<file path="config.mk">
export PLATFORM = sky130hd
export DESIGN_NAME = asrs_top
export DESIGN_NICKNAME = d
export VERILOG_FILES = /design/src/logic/asrs_pkg.sv /design/src/logic/asrs_top.sv
export SDC_FILE = /design/constraint.sdc
export NUM_CORES = 1
export LEC_CHECK = 0
export ABC_CLOCK_PERIOD_IN_PS = 5700
export BUFFER_PORTS_ARGS = -buffer_cell sky130_fd_sc_hd__buf_2
export CAP_MARGIN = 20
export CORE_ASPECT_RATIO = 1.5
export CORE_MARGIN = 5
export CORE_UTILIZATION = 45
export DETAILED_ROUTE_END_ITERATION = 8
export GPL_TIMING_DRIVEN = 0
export PLACE_DENSITY_LB_ADDON = 0.3
export RECOVER_POWER = 25
export SETUP_SLACK_MARGIN = 0.2
export SLEW_MARGIN = 30
export SYNTH_ARGS = -nofsm -noshare
export SYNTH_HDL_FRONTEND = slang
export SYNTH_SLANG_ARGS = --single-unit
</file>
<file path="constraint.sdc">
create_clock -name clk -period 5.7 [get_ports clk]
set_input_delay 0.855 -clock clk [delete_from_list [all_inputs] [get_ports clk]]
set_output_delay 0.855 -clock clk [all_outputs]
set_load 0.01 [all_outputs]
</file>
<file path="src/logic/asrs_pkg.sv">
// constants, enumerations and carriers for the accumulator store, round and shift path
// assumes a single core clock; accumulators are owned and driven by the core
package asrs_pkg;

  localparam int ASRS_ACC_W = 40;
  localparam int ASRS_WORD_W = 16;
  localparam int ASRS_AMT_W = 6;
  localparam int ASRS_ADDR_W = 5;

  // register byte offsets on the Avalon slave
  localparam logic [4:0] ASRS_OFS_CTRL = 5'h00;
  localparam logic [4:0] ASRS_OFS_PTR = 5'h04;
  localparam logic [4:0] ASRS_OFS_LAST = 5'h08;
  localparam logic [4:0] ASRS_OFS_SHLO = 5'h0c;
  localparam logic [4:0] ASRS_OFS_SHHI = 5'h10;

  // core_control_reg field positions and reset values
  localparam int ASRS_CTRL_RND_BIT = 0;
  localparam int ASRS_CTRL_SAT_BIT = 1;
  localparam logic ASRS_RND_RESET = 1'b0;
  localparam logic ASRS_SAT_RESET = 1'b0;
  localparam logic [15:0] ASRS_PTR_RESET = 16'h0000;

  // datapath figures
  localparam logic [15:0] ASRS_HALF_LSB = 16'h8000;
  localparam logic [15:0] ASRS_MAX_POS = 16'h7fff;
  localparam logic [15:0] ASRS_MAX_NEG = 16'h8000;
  localparam logic [15:0] ASRS_PTR_STEP = 16'h0002;
  localparam logic [5:0] ASRS_SHIFT_MAX = 6'h10;
  localparam logic [8:0] ASRS_SAT_ALL0 = 9'h000;
  localparam logic [8:0] ASRS_SAT_ALL1 = 9'h1ff;

  typedef enum logic [2:0] {
    ASRS_OP_NOP = 3'h0,
    ASRS_OP_STORE_ACC = 3'h1,
    ASRS_OP_STORE_ACC_ROUND = 3'h2,
    ASRS_OP_MULTIPLY_ACCUM_CLASS = 3'h3,
    ASRS_OP_SHIFT_DSP = 3'h4,
    ASRS_OP_SHIFT_MCU = 3'h5
  } asrs_op_t;

  typedef enum logic [2:0] {
    ASRS_MAC_GENERIC = 3'h0,
    ASRS_MAC_PRODUCT_LOAD_OP = 3'h1,
    ASRS_MAC_NEGATIVE_PRODUCT_OP = 3'h2,
    ASRS_MAC_DIST_SQUARE_OP = 3'h3,
    ASRS_MAC_DIST_SQUARE_ACC_OP = 3'h4
  } asrs_mac_kind_t;

  typedef enum logic [1:0] {
    ASRS_WB_NONE = 2'h0,
    ASRS_WB_REG_DIRECT = 2'h1,
    ASRS_WB_INDIRECT_POSTINC = 2'h2
  } asrs_wb_mode_t;

  typedef struct packed {
    logic valid;
    asrs_op_t op;
    asrs_mac_kind_t mac_kind;
    asrs_wb_mode_t wb_mode;
    logic acc_sel;
    logic [15:0] addr;
    logic shift_src_x;
    logic shift_arith;
    logic [5:0] shift_amt;
    logic [15:0] xbus;
  } asrs_cmd_t;

  typedef struct packed {
    logic valid;
    logic [15:0] addr;
    logic [15:0] data;
  } asrs_memwr_t;

endpackage

</file>
<file path="src/logic/asrs_top.sv">
// store path: round or truncate, store saturation, write-back and 40-bit barrel shifter
// assumes commands arrive synchronous to clk from the core and the accumulators are stable
`timescale 1ns/1ps
`default_nettype none

// Contract
// RULE1 - most multiply class ops store rounded other-accumulator word
// RULE2 - write-back goes over X bus to data space
// RULE3 - register direct mode loads pointer with value
// RULE4 - indirect mode stores at pointer, pointer plus two
// RULE5 - round select bit picks biased or convergent
// RULE6 - round logic is combinational, 16-bit result
// RULE7 - no rounding stores truncated high word
// RULE8 - low word 0x8000 upward increments high word
// RULE9 - exactly half rounds up only when bit16 set
// RULE10 - store ops write target high word, saturated
// RULE11 - multiply class write-back is always rounded
// RULE12 - saturation never alters source accumulator
// RULE13 - saturate to 0x7fff or 0x8000 when enabled
// RULE14 - bit 39 gives sign for saturation test
// RULE15 - saturation disabled passes data unmodified
// RULE16 - single-cycle shift up to sixteen, acc or X
// RULE17 - positive amount right, negative left, zero none
// RULE18 - 40-bit result for DSP, 16-bit for MCU
// RULE19 - X operand at 16..31 right, 0..15 left
// RULE20 - saturate enable switches store saturation independently
// RULE21 - non-target accumulator is the other one
module asrs_top
  import asrs_pkg::*;
(
  input wire logic clk,
  input wire logic resetn,
  input wire logic [4:0] avs_address,
  input wire logic avs_read,
  input wire logic avs_write,
  input wire logic [31:0] avs_writedata,
  input wire logic [3:0] avs_byteenable,
  output logic [31:0] avs_readdata,
  output logic avs_waitrequest,
  input wire asrs_pkg::asrs_cmd_t cmd,
  input wire logic [39:0] acc_a,
  input wire logic [39:0] acc_b,
  output asrs_pkg::asrs_memwr_t mem_wr,
  output logic [15:0] writeback_pointer_reg,
  output logic shift_valid,
  output logic [39:0] shift_dsp_result,
  output logic [15:0] shift_mcu_result
);
  import asrs_pkg::*;

  ////////////////////////////////////////////////////////////////////////////
  // state

  logic round_select_bit_q;
  logic store_saturate_enable_q;
  logic [15:0] ptr_q;
  logic [15:0] last_store_q;
  logic wait_q;
  logic [31:0] rdata_q;
  asrs_memwr_t memwr_q;
  logic shv_q;
  logic [39:0] shdsp_q;
  logic [15:0] shmcu_q;

  logic bus_req;
  logic bus_wr_now;
  logic [31:0] rd_word;

  logic is_store;
  logic mac_wb;
  logic do_round;
  logic src_sel;
  logic [39:0] src_acc;
  logic [15:0] acc_high_word;
  logic [15:0] acc_low_word;
  logic round_inc;
  logic [23:0] ext_val;
  logic [15:0] store_val;
  logic is_shift;
  logic [39:0] sh_operand;
  logic [39:0] sh_result;
  logic [5:0] sh_mag;
  logic sh_left;

  ////////////////////////////////////////////////////////////////////////////
  // round and store saturation datapath

  always_comb
  begin
    is_store = cmd.valid &&
      (cmd.op == ASRS_OP_STORE_ACC || cmd.op == ASRS_OP_STORE_ACC_ROUND);
    // write-back only for the generic class, never the excluded forms
    mac_wb = cmd.valid && cmd.op == ASRS_OP_MULTIPLY_ACCUM_CLASS &&
      cmd.mac_kind == ASRS_MAC_GENERIC && cmd.wb_mode != ASRS_WB_NONE; // RULE1
    do_round = (cmd.op == ASRS_OP_STORE_ACC_ROUND) || mac_wb; // RULE11
    src_sel = mac_wb ? ~cmd.acc_sel : cmd.acc_sel; // RULE21
    src_acc = src_sel ? acc_b : acc_a; // RULE10
    acc_high_word = src_acc[31:16];
    acc_low_word = src_acc[15:0];
    round_inc = 1'b0;
    if (do_round)
    begin
      if (round_select_bit_q && acc_low_word == ASRS_HALF_LSB) // RULE5
        round_inc = src_acc[16]; // RULE9
      else
        round_inc = acc_low_word[15]; // RULE8
    end
    // without rounding the low word is simply dropped
    ext_val = src_acc[39:16] + {23'h000000, round_inc}; // RULE6 RULE7
    store_val = ext_val[15:0]; // RULE15
    if (store_saturate_enable_q) // RULE20
    begin
      if (!src_acc[39] && ext_val[23:15] != ASRS_SAT_ALL0) // RULE14
        store_val = ASRS_MAX_POS; // RULE13
      else if (src_acc[39] && ext_val[23:15] != ASRS_SAT_ALL1) // RULE14
        store_val = ASRS_MAX_NEG; // RULE13
    end
  end

  ////////////////////////////////////////////////////////////////////////////
  // barrel shifter

  always_comb
  begin
    is_shift = cmd.valid &&
      (cmd.op == ASRS_OP_SHIFT_DSP || cmd.op == ASRS_OP_SHIFT_MCU);
    sh_left = cmd.shift_amt[5]; // RULE17
    sh_mag = sh_left ? 6'(-cmd.shift_amt) : cmd.shift_amt;
    if (sh_mag > ASRS_SHIFT_MAX)
      sh_mag = ASRS_SHIFT_MAX; // RULE16
    if (cmd.op == ASRS_OP_SHIFT_MCU || cmd.shift_src_x) // RULE16
    begin
      if (sh_left)
        sh_operand = {24'h000000, cmd.xbus}; // RULE19
      else if (cmd.shift_arith)
        sh_operand = {{8{cmd.xbus[15]}}, cmd.xbus, 16'h0000}; // RULE19
      else
        sh_operand = {8'h00, cmd.xbus, 16'h0000}; // RULE19
    end
    else
    begin
      sh_operand = cmd.acc_sel ? acc_b : acc_a;
    end
    if (sh_left)
      sh_result = sh_operand << sh_mag; // RULE17
    else if (cmd.shift_arith)
      sh_result = 40'($signed(sh_operand) >>> sh_mag); // RULE16
    else
      sh_result = sh_operand >> sh_mag; // RULE16
  end

  always_ff @(posedge clk or negedge resetn)
  begin
    if (!resetn)
    begin
      shv_q <= 1'b0;
      shdsp_q <= 40'h0000000000;
      shmcu_q <= 16'h0000;
    end
    else
    begin
      shv_q <= is_shift;
      if (is_shift)
      begin
        shdsp_q <= sh_result; // RULE18
        // right shifts read the word lane, left shifts the low lane
        shmcu_q <= sh_left ? sh_result[15:0] : sh_result[31:16]; // RULE18
      end
    end
  end

  ////////////////////////////////////////////////////////////////////////////
  // data space write and write-back pointer

  always_ff @(posedge clk or negedge resetn)
  begin
    if (!resetn)
    begin
      memwr_q <= '0;
      last_store_q <= 16'h0000;
    end
    else
    begin
      memwr_q.valid <= 1'b0;
      if (is_store)
      begin
        memwr_q.valid <= 1'b1; // RULE2 RULE10
        memwr_q.addr <= cmd.addr;
        memwr_q.data <= store_val;
        last_store_q <= store_val;
      end
      else if (mac_wb)
      begin
        if (cmd.wb_mode == ASRS_WB_INDIRECT_POSTINC)
        begin
          memwr_q.valid <= 1'b1; // RULE2 RULE4
          memwr_q.addr <= ptr_q; // RULE4
          memwr_q.data <= store_val;
        end
        last_store_q <= store_val;
      end
    end
  end

  // the core's write-back wins over a bus write in the same cycle
  always_ff @(posedge clk or negedge resetn)
  begin
    if (!resetn)
      ptr_q <= ASRS_PTR_RESET;
    else if (mac_wb && cmd.wb_mode == ASRS_WB_REG_DIRECT)
      ptr_q <= store_val; // RULE3
    else if (mac_wb && cmd.wb_mode == ASRS_WB_INDIRECT_POSTINC)
      ptr_q <= ptr_q + ASRS_PTR_STEP; // RULE4
    else if (bus_wr_now && avs_address == ASRS_OFS_PTR)
    begin
      if (avs_byteenable[0])
        ptr_q[7:0] <= avs_writedata[7:0];
      if (avs_byteenable[1])
        ptr_q[15:8] <= avs_writedata[15:8];
    end
  end

  ////////////////////////////////////////////////////////////////////////////
  // Avalon-MM slave

  assign bus_req = avs_read || avs_write;
  assign bus_wr_now = avs_write && !wait_q;

  always_comb
  begin
    rd_word = 32'h00000000;
    case (avs_address)
      ASRS_OFS_CTRL:
      begin
        rd_word[ASRS_CTRL_RND_BIT] = round_select_bit_q;
        rd_word[ASRS_CTRL_SAT_BIT] = store_saturate_enable_q;
      end
      ASRS_OFS_PTR: rd_word[15:0] = ptr_q;
      ASRS_OFS_LAST: rd_word[15:0] = last_store_q;
      ASRS_OFS_SHLO: rd_word = shdsp_q[31:0];
      ASRS_OFS_SHHI: rd_word[7:0] = shdsp_q[39:32];
      default: rd_word = 32'h00000000;
    endcase
  end

  // one wait cycle per access; the request completes on the low edge
  always_ff @(posedge clk or negedge resetn)
  begin
    if (!resetn)
    begin
      wait_q <= 1'b1;
      rdata_q <= 32'h00000000;
    end
    else if (bus_req && wait_q)
    begin
      wait_q <= 1'b0;
      rdata_q <= avs_read ? rd_word : 32'h00000000;
    end
    else
    begin
      wait_q <= 1'b1;
    end
  end

  always_ff @(posedge clk or negedge resetn)
  begin
    if (!resetn)
    begin
      round_select_bit_q <= ASRS_RND_RESET;
      store_saturate_enable_q <= ASRS_SAT_RESET;
    end
    else if (bus_wr_now && avs_address == ASRS_OFS_CTRL && avs_byteenable[0])
    begin
      round_select_bit_q <= avs_writedata[ASRS_CTRL_RND_BIT]; // RULE5
      store_saturate_enable_q <= avs_writedata[ASRS_CTRL_SAT_BIT]; // RULE20
    end
  end

  ////////////////////////////////////////////////////////////////////////////
  // outputs; the accumulators are only read here, never written back

  assign avs_readdata = rdata_q;
  assign avs_waitrequest = wait_q;
  assign mem_wr = memwr_q; // RULE12
  assign writeback_pointer_reg = ptr_q;
  assign shift_valid = shv_q;
  assign shift_dsp_result = shdsp_q;
  assign shift_mcu_result = shmcu_q;

endmodule

`default_nettype wire

</file>
# ---- Word level (Yosys, flattened, before mapping)
# Cells that the tools add are included.
dict set report word_totals {
  ff_bits 157
  output_inout_bits 139
  elab_cells 100
}
dict set report classes {
  addsub 3
  magnitude_cmp 1
  n_eq_ne 13
  shift 3
  mux 32
  bitwise_logic 1
  reduce_logical 34
}
# operator n
set op_table {}
lappend op_table {{$mux W40} 7}
lappend op_table {{$mux W16} 10}
lappend op_table {{$mux W33} 3}
lappend op_table {{$shl A40 B6 Y40} 1}
lappend op_table {{$shr A40 B6 Y40} 1}
lappend op_table {{$sshr A40 B6 Y40} 1}
lappend op_table {{$mux W32} 1}
lappend op_table {{$add A24 B1 Y24} 1}
lappend op_table {{$pmux W6 S4} 1}
lappend op_table {{$pmux W8 S3} 1}
lappend op_table {{$add A16 B2 Y16 const B} 1}
lappend op_table {{$eq A16 B16 Y1 const B} 1}
lappend op_table {{$mux W8} 2}
lappend op_table {{$logic_and A1 B1 Y1} 15}
lappend op_table {{$mux W6} 2}
lappend op_table {{$eq A5 B4 Y1 const B} 2}
lappend op_table {{$pmux W2 S5} 1}
lappend op_table {{$ne A9 B9 Y1 const B} 1}
lappend op_table {{$reduce_bool A3 Y1} 3}
lappend op_table {{$reduce_bool A9 Y1} 1}
lappend op_table {{$eq A3 B2 Y1 const B} 2}
lappend op_table {{$eq A3 B3 Y1 const B} 2}
lappend op_table {{$gt A6 B5 Y1 const B} 1}
lappend op_table {{$neg A6 Y6} 1}
lappend op_table {{other kinds (13)} 25}

# ---- Logic depth before layout (Yosys ltp)
dict set report depth {
  depth_word 19
  depth_mapped 25
}

# ---- Worst setup path after synthesis
# OpenSTA, ideal clock, no wires.
dict set report synth_timing {
  kind {input to register}
  startpoint {input cmd[40] in the netlist's numbering}
  endpoint {register ptr_q[10], in the netlist writeback_pointer_reg[10]}
  setup_ps 120
  arrival_time_ps 5068
  t_required_ps 5580
  setup_slack_ps 512
  stages 25
  path_buffers 7
  cell_sequence {buf_2 inv_1 nand4_1 nand2_2 buf_2 buf_6 buf_2 clkbuf_1 nor2_1 nor2_1 nor2_1 a211oi_1 ha_1 ha_1 inv_1 nor4_1 o21ai_0 a22oi_1 xor2_1 a211oi_1 a311o_1 buf_2 buf_4 a31oi_1 nand2_1}
}
dict set report synth_between {
  elab_chain_cells 14
}
# item line_no
set synth_rtl {}
lappend synth_rtl {{from (decl)} asrs_top.sv:40} ;# input wire asrs_pkg::asrs_cmd_t cmd,
lappend synth_rtl {{$not A1 Y1} asrs_top.sv:96} ;# src_sel = mac_wb ? ~cmd.acc_sel : cmd.acc_sel;
lappend synth_rtl {{$mux W1 (*)} asrs_top.sv:96}
lappend synth_rtl {{$mux W40 (*)} asrs_top.sv:97} ;# src_acc = src_sel ? acc_b : acc_a;
lappend synth_rtl {{$eq A16 B16 Y1} asrs_top.sv:103} ;# if (round_select_bit_q && acc_low_word == ASRS_HALF_LSB)
lappend synth_rtl {{$logic_and A1 B1 Y1} asrs_top.sv:103}
lappend synth_rtl {{$mux W1} asrs_top.sv:103}
lappend synth_rtl {{$mux W1} asrs_top.sv:101} ;# if (do_round)
lappend synth_rtl {{$add A24 B1 Y24} asrs_top.sv:109} ;# ext_val = src_acc[39:16] + {23'h000000, round_inc};
lappend synth_rtl {{$ne A9 B9 Y1} asrs_top.sv:115} ;# else if (src_acc[39] && ext_val[23:15] != ASRS_SAT_ALL1)
lappend synth_rtl {{$logic_and A1 B1 Y1} asrs_top.sv:115}
lappend synth_rtl {{$mux W16} asrs_top.sv:115}
lappend synth_rtl {{$mux W16} asrs_top.sv:113} ;# if (!src_acc[39] && ext_val[23:15] != ASRS_SAT_ALL0)
lappend synth_rtl {{$mux W16 (*)} asrs_top.sv:111} ;# if (store_saturate_enable_q)
lappend synth_rtl {{$mux W16 (*)} asrs_top.sv:210} ;# else if (mac_wb && cmd.wb_mode == ASRS_WB_REG_DIRECT)
lappend synth_rtl {{to (signal assigned)} asrs_top.sv:211} ;# ptr_q <= store_val;
lappend synth_rtl {{to (signal assigned)} asrs_top.sv:213} ;# ptr_q <= ptr_q + ASRS_PTR_STEP;
lappend synth_rtl {{to (signal assigned)} asrs_top.sv:219} ;# ptr_q[15:8] <= avs_writedata[15:8];
lappend synth_rtl {{to (decl)} asrs_top.sv:56} ;# logic [15:0] ptr_q;
# Mark *: on every way between the ends. The rest lies on a longest branch, timed or not.
# A chain may end at the register's enable or synchronous reset.

# ---- Worst setup path in the final report
dict set report layout_timing {
  startpoint {input cmd[16] in the netlist's numbering}
  endpoint {register shmcu_q[12], in the netlist shift_mcu_result[12]}
}
dict set report layout_between {
  elab_chain_cells 8
}
# item line_no
set layout_rtl {}
lappend layout_rtl {{$neg A6 Y6} asrs_top.sv:128} ;# sh_mag = sh_left ? 6'(-cmd.shift_amt) : cmd.shift_amt;
lappend layout_rtl {{$mux W6 (*)} asrs_top.sv:128}
lappend layout_rtl {{$gt A6 B5 Y1} asrs_top.sv:129} ;# if (sh_mag > ASRS_SHIFT_MAX)
lappend layout_rtl {{$mux W6 (*)} asrs_top.sv:129}
lappend layout_rtl {{$shr A40 B6 Y40 / $sshr A40 B6 Y40 (equally long branches)} {asrs_top.sv:149, asrs_top.sv:147}}
lappend layout_rtl {{$mux W40} asrs_top.sv:146} ;# else if (cmd.shift_arith)
lappend layout_rtl {{$mux W40 (*)} asrs_top.sv:144} ;# if (sh_left)
lappend layout_rtl {{$mux W16 (*)} asrs_top.sv:167} ;# shmcu_q <= sh_left ? sh_result[15:0] : sh_result[31:16];
lappend layout_rtl {{to (signal assigned)} asrs_top.sv:167}
lappend layout_rtl {{to (decl)} asrs_top.sv:63} ;# logic [15:0] shmcu_q;
# Marked as above.

==> out/qor.txt <==
Max Fanout on Critical Path -> 10
Slew Limit Fails -> 70
most numerous cell in the Yosys netlist -> nand2_1
final core utilization -> 0.543
Clock Path Buffers -> 2
status -> finished, violations left
max reg flops -> 40
CTS tree -> yes
GRT Overall Usage -> 0.438
area leader, netlist -> dfrtp_1
DIE HEIGHT -> 230 um
H-tree depth -> 4
Int Pwr -> 0.00261 W
site row count -> 80
part of the power in registers -> 0.330
Placed Area -> 16,500 um2
Net Sw Power -> 0.00202 W
clk_lat worst skew -> 0.45 ns
Top FF cell, synth -> dfrtp_1
Hold Path Class -> flip-flop to flip-flop
CP required -> 6.00 ns
first-pass GRT wire length -> 118,000 um
kind of start point of the critical path -> input port
vias per cell -> 7.12
routed vias -> 18,500
Post-Synthesis Cells -> 1,859
worst slew pin tran -> 3.89 ns
Power per Cell Area -> 268 nW/um2
YS warnings -> 0
worst reg2reg endpoint -> last_store_q[8]$_DFFE_PN0P_
DIE AREA -> 36,000 um2
worst min-delay path endpoint -> mem_wr[17]$_DFFE_PN0P_
Critical Path AT -> 5.82 ns
filler cell count in the final layout -> 3,035
Clock Tree Root -> clkbuf_16
CTS clk-pin slew, worst paths -> 0.08 ns
Peak VDD IR -> 0.172 mV
Num CTS Buffers -> 17
Layout Nets -> 2,346
port buffer count -> 281
initial antenna violation count -> 1
CP Buf/Inv Count -> 5
delay-heaviest family, CP -> compound AO/OA/AOI/OAI gates
synth cell count leaders -> 211 x nand2_1, 183 x nor2_1, 156 x dfrtp_1, 149 x a21oi_1, 133 x mux2i_1
synthesized flop and latch total -> 157
Mean Syn Cell Area -> 7.80 um2
Synth area leaders -> dfrtp_1 27%, mux2i_1 9.2%, nand2_1 5.5%
Final Cell Area -> 17,300 um2
failing checks -> max-capacitance violations, max-slew violations
final period utilization -> 0.969
Post-synth ARST share -> 1.00
Synth top area share -> 0.269
Initial Util -> 0.456
share of layout cells above drive strength 1 -> 0.228
Max stage delay on crit path -> 0.95 ns
total of max-cap violations -> 1
Clock Power Share -> 0.259
critical path endpoint category -> flip-flop
clk sink count -> 157
R2R Setup Slk -> 2.09 ns
I/O pin cnt -> 314
Routed Antenna Nets -> 0
Lkg Pwr -> 7.63 nW
vias in the first global route -> 17,600
synthesized area -> 14,500 um2
largest net degree at the start of global routing -> 89
synthesis-to-finish area growth -> 19.2%
Routed WL -> 82,000 um
number of synthesized flops with an enable pin -> 0
unique cell type count in the Yosys netlist -> 94
RR Startpoint -> round_select_bit_q$_DFFE_PN0P_
core area -> 31,800 um2
Final min period -> 5.52 ns
Seq/Total Area, Yosys -> 0.271
Pre-antenna DRT Iters -> 9
f_max -> 181 MHz
Syn Nets -> 2,038
RSZ-0062 raised after global routing -> false
switching part of the total -> 0.435
Clock Skews -> 0.0103 ns
drc violations -> 0
critical path type -> input port to flip-flop
endpoints failing setup -> 0
worst reg2reg path depth -> 13
CP max-delay cell -> nor2_1
WHS Path Cells -> 2
remaining global-route overflow -> 0
die width -> 157 um
Max-slew headroom -> -1.59
HPWL Detailed -> 66,100 um
Comb power frac -> 0.411
WL per Instance -> 31.6 um
Detailed Route Iter0 Violations -> 2,434
worst path cell trace -> clkbuf_1 -> inv_2 -> clkbuf_2 -> ha_1 -> nor3b_2 -> o21ai_1 -> buf_2 -> o21ai_0 -> clkbuf_1 -> nor2_1 -> a221oi_2 -> a2111oi_0 -> nor2_1
hold path start -> mem_wr[17]$_DFFE_PN0P_
Final GP Congestion -> 1.14
final hold vios -> 0
through the flow:
step                      cells  setup slack, ns  hold slack [ns]  total power (W)  TNS, ns
after global placement     2550           -0.958            0.459          0.00331   -42.46
after CTS                  2584            0.233            0.379          0.00453        0
after detailed placement   2551            -1.01            0.463          0.00334   -42.95
after floorplan            1859            0.512            0.490          0.00246        0
final                      2594            0.177            0.480          0.00463        0
after global routing       2590            0.115            0.515          0.00476        0
final cells by class:
cell class / count / area (um2) / area share
Inverter: 16 / 60.1 / 0.00347
Tap cell: 410 / 513 / 0.0297
Antenna cell: 4 / 10.0 / 0.000579
Clock buffer: 18 / 439 / 0.0254
Clock inverter: 14 / 175 / 0.0101
Multi-Input combinational cell: 1531 / 9950 / 0.576
Timing Repair Buffer: 289 / 1490 / 0.0859
Buffer: 155 / 724 / 0.0419
Sequential cell: 157 / 3930 / 0.227
layout by cell type (no fill, tap or decap), types with 11 or more instances in the layout:
| master | n |
|---|---|
| nor4_1 | 19 |
| mux2i_1 | 133 |
| a221oi_1 | 25 |
| dfrtp_1 | 156 |
| a21o_1 | 12 |
| o22ai_1 | 20 |
| clkbuf_16 | 17 |
| nand3_1 | 69 |
| a22o_1 | 29 |
| nor3_1 | 53 |
| a211o_1 | 13 |
| o211ai_1 | 26 |
| buf_2 | 312 |
| or3_1 | 12 |
| nand2_1 | 210 |
| o21ai_0 | 121 |
| a21oi_1 | 148 |
| o31ai_1 | 16 |
| xor2_1 | 14 |
| and3_1 | 25 |
| o221ai_1 | 11 |
| a211oi_1 | 29 |
| inv_1 | 11 |
| xnor2_1 | 19 |
| nor2_1 | 182 |
| buf_4 | 17 |
| a22oi_1 | 31 |
| nand4_1 | 21 |
| mux2_2 | 53 |
| a31oi_1 | 48 |
| clkbuf_1 | 90 |
logic make-up (layout without fill, tap and decap cells):
kind of cell,after synthesis,after routing,share of synthesized area
simple gates,673,673,0.221
flops,157,157,0.271
fa+ha+maj,4,4,0.00345
compound gates,626,626,0.287
xor+xnor,34,34,0.0205
other cells,0,4,0
mux,194,194,0.144
buf+inv,171,492,0.0528
power groups by stage:
stage | Combinational, W | Clock, W | Sequential [W]
2_1_floorplan | 0.000935 | 0 | 0.00152
3_3_place_gp | 0.00179 | 0 | 0.00152
3_5_place_dp | 0.00181 | 0 | 0.00153
4_1_cts | 0.00182 | 0.00120 | 0.00151
5_1_grt | 0.00198 | 0.00124 | 0.00153
6_report | 0.00190 | 0.00120 | 0.00153
metal layers:
| layer | track usage | part of all wire | vias to the layer above |
|---|---|---|---|
| met1 | 0.510 | 0.35 | 8823 |
| li1 | - | - | 7673 |
| met2 | 0.706 | 0.46 | 1532 |
| met3 | 0.0863 | 0.099 | 449 |
| met4 | 0.322 | 0.099 | 0 |
| met5 | 0 | 0 | - |
how the worst max path moves through the flow:
| stage | startpoint | end | slack (ns) | cells after the start |
|---|---|---|---|---|
| 2_1_floorplan | cmd[40] | writeback_pointer_reg[10]$_DFFE_PN0P_ | 0.51 | 25 |
| 3_3_place_gp | cmd[40] | writeback_pointer_reg[13]$_DFFE_PN0P_ | -0.96 | 24 |
| 3_5_place_dp | cmd[40] | last_store_q[11]$_DFFE_PN0P_ | -1.01 | 24 |
| 4_1_cts | cmd[40] | last_store_q[8]$_DFFE_PN0P_ | 0.23 | 25 |
| 5_1_grt | cmd[48] | last_store_q[11]$_DFFE_PN0P_ | 0.11 | 24 |
| 6_report | cmd[16] | shift_mcu_result[12]$_DFFE_PN0P_ | 0.18 | 13 |
timing repair:
action                                  in CTS  in global routing
pin swaps                                    1                  7
endpoints found under the hold margin        0                  0
endpoints found under the setup margin      45                 51
hold buffers                                 0                  0
gates resized for setup                     10                 25
buffers inserted                             1                  6
gates cloned                                 0                  0
worst reg2reg max path, cell delays in order (launching register included):
cell	delay, ns
dfrtp_1	0.44
a211oi_1	0.26
ha_2	0.29
nand4_1	0.19
nor3_4	0.34
nand4_1	0.20
a311oi_1	0.32
o21ai_0	0.16
a211oi_2	0.30
a311o_1	0.28
clkbuf_4	0.23
buf_4	0.20
nand2_1	0.11
a21oi_1	0.22
Power figures use the tool's default switching activity.
